File: src/rtl/sfrl_pkg.sv
package sfrl_pkg;

   // Status word field positions
   localparam int STOP_EN_POS = 15;
   localparam int MAC_TOP_OVF_POS = 14;
   localparam int HALF_CARRY_POS = 13;
   localparam int MAC_EXT_OVF_POS = 12;
   localparam int NEG_POS = 11;
   localparam int ZERO_POS = 10;
   localparam int OVF_POS = 9;
   localparam int CARRY_POS = 8;
   localparam int IRQ_MASK_HI = 7;
   localparam int IRQ_MASK_LO = 5;
   localparam int SATURATE_POS = 4;
   localparam int FETCH_EXT_HI = 3;
   localparam int FETCH_EXT_LO = 0;

   // Stop enable set, interrupt mask at 7: every level masked except the top level 7, which is always taken
   localparam logic [15:0] PSW_RESET = 16'h80e0;

   localparam logic [2:0] IRQ_TOP_LEVEL = 3'h7;
   localparam logic [15:0] SAT_MAX_POS = 16'h7fff;
   localparam logic [15:0] SAT_MAX_NEG = 16'h8000;
   localparam int MAC_SIGN_POS = 35;
   localparam int MAC_EXT_POS = 31;

   typedef struct packed {
      logic [15:0] psw;
      logic sat_sign;
      logic halt;
      logic nop;
      logic irq_take;
      logic [19:0] fetch;
   } sfrl_core_s;

   typedef struct packed {
      logic [15:0] data;
      logic valid;
   } sfrl_read_s;

   // Signed overflow from the sign bits of both operands and the result
   function automatic logic sfrl_sign_ovf(input logic sa, input logic sb, input logic sr);
      sfrl_sign_ovf = (sa == sb) && (sr != sa);
   endfunction : sfrl_sign_ovf

   // Most significant bit of a byte or word operand
   function automatic logic sfrl_msb(input logic [15:0] x, input logic byte_op);
      sfrl_msb = byte_op ? x[7] : x[15];
   endfunction : sfrl_msb

endpackage : sfrl_pkg

File: src/rtl/sfrl_mac_read.sv
`timescale 1ns/100ps
module sfrl_mac_read
   import sfrl_pkg::*;
(
   input wire logic clk_sys_in,
   input wire logic resetn_in,
   input wire logic rd_en_in,
   input wire logic round_in,
   input wire logic [35:0] acc_in,
   input wire logic sat_en_in,
   input wire logic sat_sign_in,
   output logic [15:0] rd_data_out,
   output logic rd_valid_out
);

   sfrl_read_s q;
   sfrl_read_s next_q;

   always_comb begin
      next_q = q;
      next_q.valid = rd_en_in;
      if (rd_en_in) begin
         if (sat_en_in) begin
            next_q.data = sat_sign_in ? SAT_MAX_NEG : SAT_MAX_POS;
         end else if (round_in) begin
            // Rounding wrap at the top is not clamped here
            next_q.data = acc_in[31:16] + {15'h0000, acc_in[15]};
         end else begin
            next_q.data = acc_in[31:16];
         end
      end
   end

   always_ff @(posedge clk_sys_in or negedge resetn_in) begin
      if (!resetn_in) begin
         q <= '0;
      end else begin
         q <= next_q;
      end
   end

   assign rd_data_out = q.data;
   assign rd_valid_out = q.valid;

endmodule : sfrl_mac_read

File: src/rtl/sfrl_core.sv
`timescale 1ns/100ps
module sfrl_core
   import sfrl_pkg::*;
(
   input wire logic clk_sys_in,
   input wire logic resetn_in,
   input wire logic psw_wr_en_in,
   input wire logic [15:0] psw_wr_data_in,
   input wire logic alu_byte_in,
   input wire logic alu_sub_in,
   input wire logic [15:0] alu_opa_in,
   input wire logic [15:0] alu_opb_in,
   input wire logic [15:0] alu_result_in,
   input wire logic alu_carry_in,
   input wire logic upd_nz_in,
   input wire logic upd_v_in,
   input wire logic upd_c_in,
   input wire logic upd_h_in,
   input wire logic mac_upd_in,
   input wire logic [35:0] mac_acc_old_in,
   input wire logic [35:0] mac_addend_in,
   input wire logic [35:0] mac_acc_in,
   input wire logic mac_read_rounded_instr_in,
   input wire logic mac_read_truncated_instr_in,
   input wire logic low_power_halt_instr_in,
   input wire logic wake_in,
   input wire logic irq_valid_in,
   input wire logic [2:0] irq_level_in,
   input wire logic [15:0] pc_in,
   output logic [15:0] processor_status_word_out,
   output logic halt_clocks_out,
   output logic halt_nop_out,
   output logic irq_take_out,
   output logic [19:0] fetch_addr_out,
   output logic [15:0] mac_rd_data_out,
   output logic mac_rd_valid_out
);

   sfrl_core_s q;
   sfrl_core_s next_q;
   logic [35:0] mac_sum;
   logic mac_top_ovf;
   logic mac_ext_ovf;
   logic [4:0] nibble_sum;
   logic sat_active;

   assign mac_sum = mac_acc_old_in + mac_addend_in;
   assign mac_top_ovf = sfrl_sign_ovf(mac_acc_old_in[MAC_SIGN_POS],
                                      mac_addend_in[MAC_SIGN_POS], mac_sum[MAC_SIGN_POS]);
   assign mac_ext_ovf = (mac_sum[35:MAC_EXT_POS] != 5'h00) && (mac_sum[35:MAC_EXT_POS] != 5'h1f);
   assign nibble_sum = {1'b0, alu_opa_in[3:0]} + {1'b0, alu_opb_in[3:0]};
   assign sat_active = q.psw[SATURATE_POS] && (q.psw[MAC_TOP_OVF_POS] || q.psw[MAC_EXT_OVF_POS]);

   always_comb begin
      logic sb;
      sb = 1'b0;
      next_q = q;
      next_q.nop = 1'b0;
      if (psw_wr_en_in) begin
         next_q.psw = psw_wr_data_in;
      end else begin
         if (upd_nz_in) begin
            next_q.psw[NEG_POS] = sfrl_msb(alu_result_in, alu_byte_in);
            next_q.psw[ZERO_POS] = alu_byte_in ? (alu_result_in[7:0] == 8'h00)
                                               : (alu_result_in == 16'h0000);
         end
         if (upd_v_in) begin
            sb = sfrl_msb(alu_opb_in, alu_byte_in) ^ alu_sub_in;
            next_q.psw[OVF_POS] = sfrl_sign_ovf(sfrl_msb(alu_opa_in, alu_byte_in), sb,
                                                sfrl_msb(alu_result_in, alu_byte_in));
         end
         if (upd_c_in) begin
            next_q.psw[CARRY_POS] = alu_carry_in;
         end
         if (upd_h_in) begin
            next_q.psw[HALF_CARRY_POS] = nibble_sum[4];
         end
      end
      // MAC overflow sets win over a load clearing them
      if (mac_upd_in) begin
         if (!q.psw[MAC_TOP_OVF_POS] && !q.psw[MAC_EXT_OVF_POS] && (mac_top_ovf || mac_ext_ovf)) begin
            next_q.sat_sign = mac_acc_old_in[MAC_SIGN_POS];
         end
         if (mac_top_ovf) begin
            next_q.psw[MAC_TOP_OVF_POS] = 1'b1;
         end
         if (mac_ext_ovf) begin
            next_q.psw[MAC_EXT_OVF_POS] = 1'b1;
         end
      end
      if (low_power_halt_instr_in && !q.halt) begin
         if (q.psw[STOP_EN_POS]) begin
            next_q.nop = 1'b1;
         end else begin
            next_q.halt = 1'b1;
         end
      end else if (wake_in) begin
         next_q.halt = 1'b0;
      end
      next_q.irq_take = irq_valid_in && ((irq_level_in > q.psw[IRQ_MASK_HI:IRQ_MASK_LO])
                                         || (irq_level_in == IRQ_TOP_LEVEL));
      next_q.fetch = {q.psw[FETCH_EXT_HI:FETCH_EXT_LO], pc_in};
   end

   always_ff @(posedge clk_sys_in or negedge resetn_in) begin
      if (!resetn_in) begin
         q.psw <= PSW_RESET;
         q.sat_sign <= 1'b0;
         q.halt <= 1'b0;
         q.nop <= 1'b0;
         q.irq_take <= 1'b0;
         q.fetch <= 20'h00000;
      end else begin
         q <= next_q;
      end
   end

   sfrl_mac_read u_mac_read (
      .clk_sys_in(clk_sys_in),
      .resetn_in(resetn_in),
      .rd_en_in(mac_read_rounded_instr_in || mac_read_truncated_instr_in),
      .round_in(mac_read_rounded_instr_in),
      .acc_in(mac_acc_in),
      .sat_en_in(sat_active),
      .sat_sign_in(q.sat_sign),
      .rd_data_out(mac_rd_data_out),
      .rd_valid_out(mac_rd_valid_out)
   );

   assign processor_status_word_out = q.psw;
   assign halt_clocks_out = q.halt;
   assign halt_nop_out = q.nop;
   assign irq_take_out = q.irq_take;
   assign fetch_addr_out = q.fetch;

endmodule : sfrl_core

File: config.mk
export PLATFORM = sky130hd
export DESIGN_NAME = sfrl_core
export DESIGN_NICKNAME = d
export VERILOG_FILES = /design/src/rtl/sfrl_pkg.sv /design/src/rtl/sfrl_mac_read.sv /design/src/rtl/sfrl_core.sv
export SDC_FILE = /design/constraint.sdc
export NUM_CORES = 1
export LEC_CHECK = 0
export ABC_AREA = 0
export BUFFER_PORTS_ARGS = -buffer_cell sky130_fd_sc_hd__buf_4
export CELL_PAD_IN_SITES_DETAIL_PLACEMENT = 0
export CELL_PAD_IN_SITES_GLOBAL_PLACEMENT = 2
export CORE_ASPECT_RATIO = 0.9
export CORE_UTILIZATION = 23
export CTS_BUF_LIST = sky130_fd_sc_hd__clkbuf_16
export DETAILED_ROUTE_END_ITERATION = 10
export PLACE_DENSITY_LB_ADDON = 0.12
export SETUP_SLACK_MARGIN = 0.02
export SYNTH_ARGS = -nofsm -noshare
export SYNTH_HDL_FRONTEND = slang
export SYNTH_HIERARCHICAL = 1
export SYNTH_SLANG_ARGS = --single-unit
File: constraint.sdc
create_clock -name clk_sys_in -period 1.8 [get_ports clk_sys_in]
set_input_delay 0.45 -clock clk_sys_in [delete_from_list [all_inputs] [get_ports clk_sys_in]]
set_output_delay 0.45 -clock clk_sys_in [all_outputs]
set_load 0.01 [all_outputs]
==> impl_metrics.toml <==
[detailed_routing]
vias = 4220
antenna_left = 0
viasPerCell = 4.47
first_iter_violations = 111
dr.pass1.iters = 4
drc = 0
wl_per_cell_um = 13.9
wl_mm = 13.1

[pwr]
p_seq_share_pct = 30.6
switchingPower_uw = 1500
peakVddDrop_uv = 428
p_comb_share_pct = 34.6
p_sw_share_pct = 29.0
clockPowerShare_pct = 34.8
powerDensity_nw_per_um2 = 731
p_int_uw = 3670
p_leak_uw = 0.00332

[placement]
dp_slack_ns = -1.39
placed_area_sq_um = 6350
hpwl_mm = 10.7
gp_congestion = 0.765
portBuffers = 223

[floorplan]
io-pin-count = 263
die_w_um = 144
fp.dieH_um = 130
die_area_sq_um = 18600
rows = 46
start_util_pct = 23.6
core-area_sq_um = 17700

[clock_tree]
clock_latency_ns = 0.33
cts_max_path_buffers = 2
cts_tree = "built"
cts-root-buf = "clkbuf_16"
htreeDepth = 3
clkSlewWorstSetupHoldPaths_ns = 0.05
numCtsBuffers = 9
cts_sinks = 57

[timing]
skew_ns = 0.00756
hold_viol = 0
relSlewSlack_pct = 73.4
worst_pin_slew_ns = 0.399
postLayoutSetupSlackWorst_ns = -0.964
rsz0062_at_grt = "true"
drv_slew = 0
finalCriticalPeriod_ns = 2.76
fmax_mhz = 362
setup_viol = 3
setup_tns_ns = -2.65
period_share_pct = 154

[yosys]
synth_commonest_cells = "dfrtp_1 (53), ha_1 (42), buf_4 (36)"
synth_nets = 691
yosys.area_share.simple_pct = 18.2
synth_compound_area_share_pct = 18.7
synth_area_sq_um = 4160
synth_top_area_share_pct = 31.9
yosysSeqAreaShare_pct = 34.4
ys_ff_latch = 57
synth.area.top_cells = "dfrtp_1 (32%), ha_1 (13%), buf_4 (6.5%), o21ai_0 (3.6%), nand2_1 (3.0%)"
synth_edf_count = 0
syn_avg_cell_area_sq_um = 9.42
synthMuxAreaShare_pct = 4.66
synth_async_sr_flop_share_pct = 100
synthAdderAreaFrac_pct = 12.6
synth.distinct_cells = 63
synth_ff_type = "dfrtp_1"
synth_top_family_by_area = "compound AO/OA/AOI/OAI gates"
synthXorXnorAreaFrac_pct = 2.31
synthCells = 442
yosys.area.top_type = "dfrtp_1"
synth_warnings = 6
yosysMostFrequentCell = "dfrtp_1"

[status]
status = "complete, but fails checks"
violations = "negative setup slack"

[setup_path]
path_max_fanout = 3
required_ns = 2.00
crit_arrival_ns = 2.96
crit_path_start_kind = "primary input"
end_kind = "flip-flop"
path_class = "primary input to flip-flop"

[grt]
grt_usage_pct = 14.2
grt_pass1_vias = 4309
grt.overflow.total = 0
grt_max_degree = 33
antenna_found_initial = 0
grt_pass1_wl_mm = 20.5

[cells_and_area]
fillers = 1797
fin_util_pct = 40.0
drive_above_1_share_pct = 53.6
area_growth_pct = 69.5
finalNetCount = 949
n_antenna_cell = 0
finalInstanceArea_sq_um = 7060

[run]
cap_violations = 0

[hold_path]
hold_class = "primary input to asynchronous set/reset pin"
path summary, 6_finish.rpt:
kind	startpoint	end	slack, ns	cells past startpoint
worst max register to register	processor_status_word_out[12]$_DFF_PN0_	u_mac_read/rd_data_out[8]$_DFFE_PN0P_	0.23	4
min in group clk_sys_in	pc_in[5]	fetch_addr_out[5]$_DFF_PN0_	0.23	1
worst max-delay path	mac_addend_in[24]	q[23]$_DFFE_PN0P_	-0.96	12
worst min-delay path	resetn_in	fetch_addr_out[9]$_DFF_PN0_	0.03	1
max in group asynchronous	resetn_in	processor_status_word_out[15]$_DFFE_PN1P_	1.18	2
worst min register to register	processor_status_word_out[1]$_DFFE_PN0P_	fetch_addr_out[17]$_DFF_PN0_	0.40	0
cell usage in the layout, fill, tap and decap left out, types with 4 or more instances in the layout:
cell,n
a31o_2,4
nand2_1,32
inv_1,22
mux2_2,11
a21oi_1,19
nor2b_1,4
a31oi_1,6
dfstp_2,4
nor4_1,9
buf_4,273
clkbuf_16,9
buf_6,17
nor3_1,8
o211ai_1,8
ha_4,13
a21o_1,6
o21ai_0,28
mux2i_1,6
xnor2_1,10
ha_1,29
nand3_1,14
nor2_1,15
o22ai_1,5
nand4_1,11
dfrtp_1,53
nand3_2,4
logic make-up after synthesis:
logic type      count (synthesis)
compound gates                118
xor+xnor                       11
fa+ha+maj                      42
buf+inv                        65
flops                          57
mux                            18
simple gates                  131
state kept, by name, summed over array words and instances, names as in the netlist:
signal	cells
fetch_addr_out	20
halt_clocks_out	1
halt_nop_out	1
irq_take_out	1
processor_status_word_out	16
q	1
u_mac_read/rd_data_out	16
u_mac_read/rd_valid_out	1
worst max-delay path, cell delays in order:
cell and delay, ns:
buf_6 0.10, ha_4 0.25, a211oi_4 0.24, o21ai_1 0.13, nor3b_2 0.17, o211ai_1 0.19, a221oi_4 0.36, xnor2_1 0.13
or4_1 0.54, mux2i_2 0.20, or3_1 0.14, nand3_1 0.06
layout make-up:
cell class                 count  area, sq um  area share, %
timing repair buffer         291         2260           32.0
clock inverter                 7         86.3           1.22
clock buffer                   9          225           3.19
inverter                      21         78.8           1.12
multi-input combinational    320         2680           37.9
sequential                    57         1430           20.3
tap                          240          300           4.25
stage by stage:
| step | std cells | total power (uW) | hold slack, ns |
|---|---|---|---|
| floorplan | 442 | 2390 | 0.154 |
| global placement | 912 | 3240 | 0.383 |
| detailed placement | 912 | 3250 | 0.392 |
| CTS | 936 | 5160 | 0.0427 |
| global route | 945 | 5500 | 0.0505 |
| finish | 945 | 5160 | 0.0346 |
power groups by stage:
stage,clock (uW),combinational (uW),sequential (uW)
after global routing,1910,1980,1610
after detailed placement,0,1650,1610
final,1790,1790,1580
after CTS,1840,1730,1590
after global placement,0,1640,1600
after floorplan,0,762,1630
repair_timing:
| item | 4_1_cts | 5_1_grt |
|---|---|---|
| gates cloned | 0 | 0 |
| pin swaps | 22 | 19 |
| setup buffers | 8 | 11 |
| endpoints found under the setup margin | 3 | 3 |
| hold buffers | 0 | 0 |
| resized for setup | 24 | 28 |
routing by layer:
metal / GRT usage [%] / share of wire [%]
met2: 25.6 / 49
met1: 16.5 / 43
met4: 3.88 / 0.99
met5: 0 / 0
met3: 3.70 / 6.5
No activity file was read; power rests on OpenSTA's default activity.
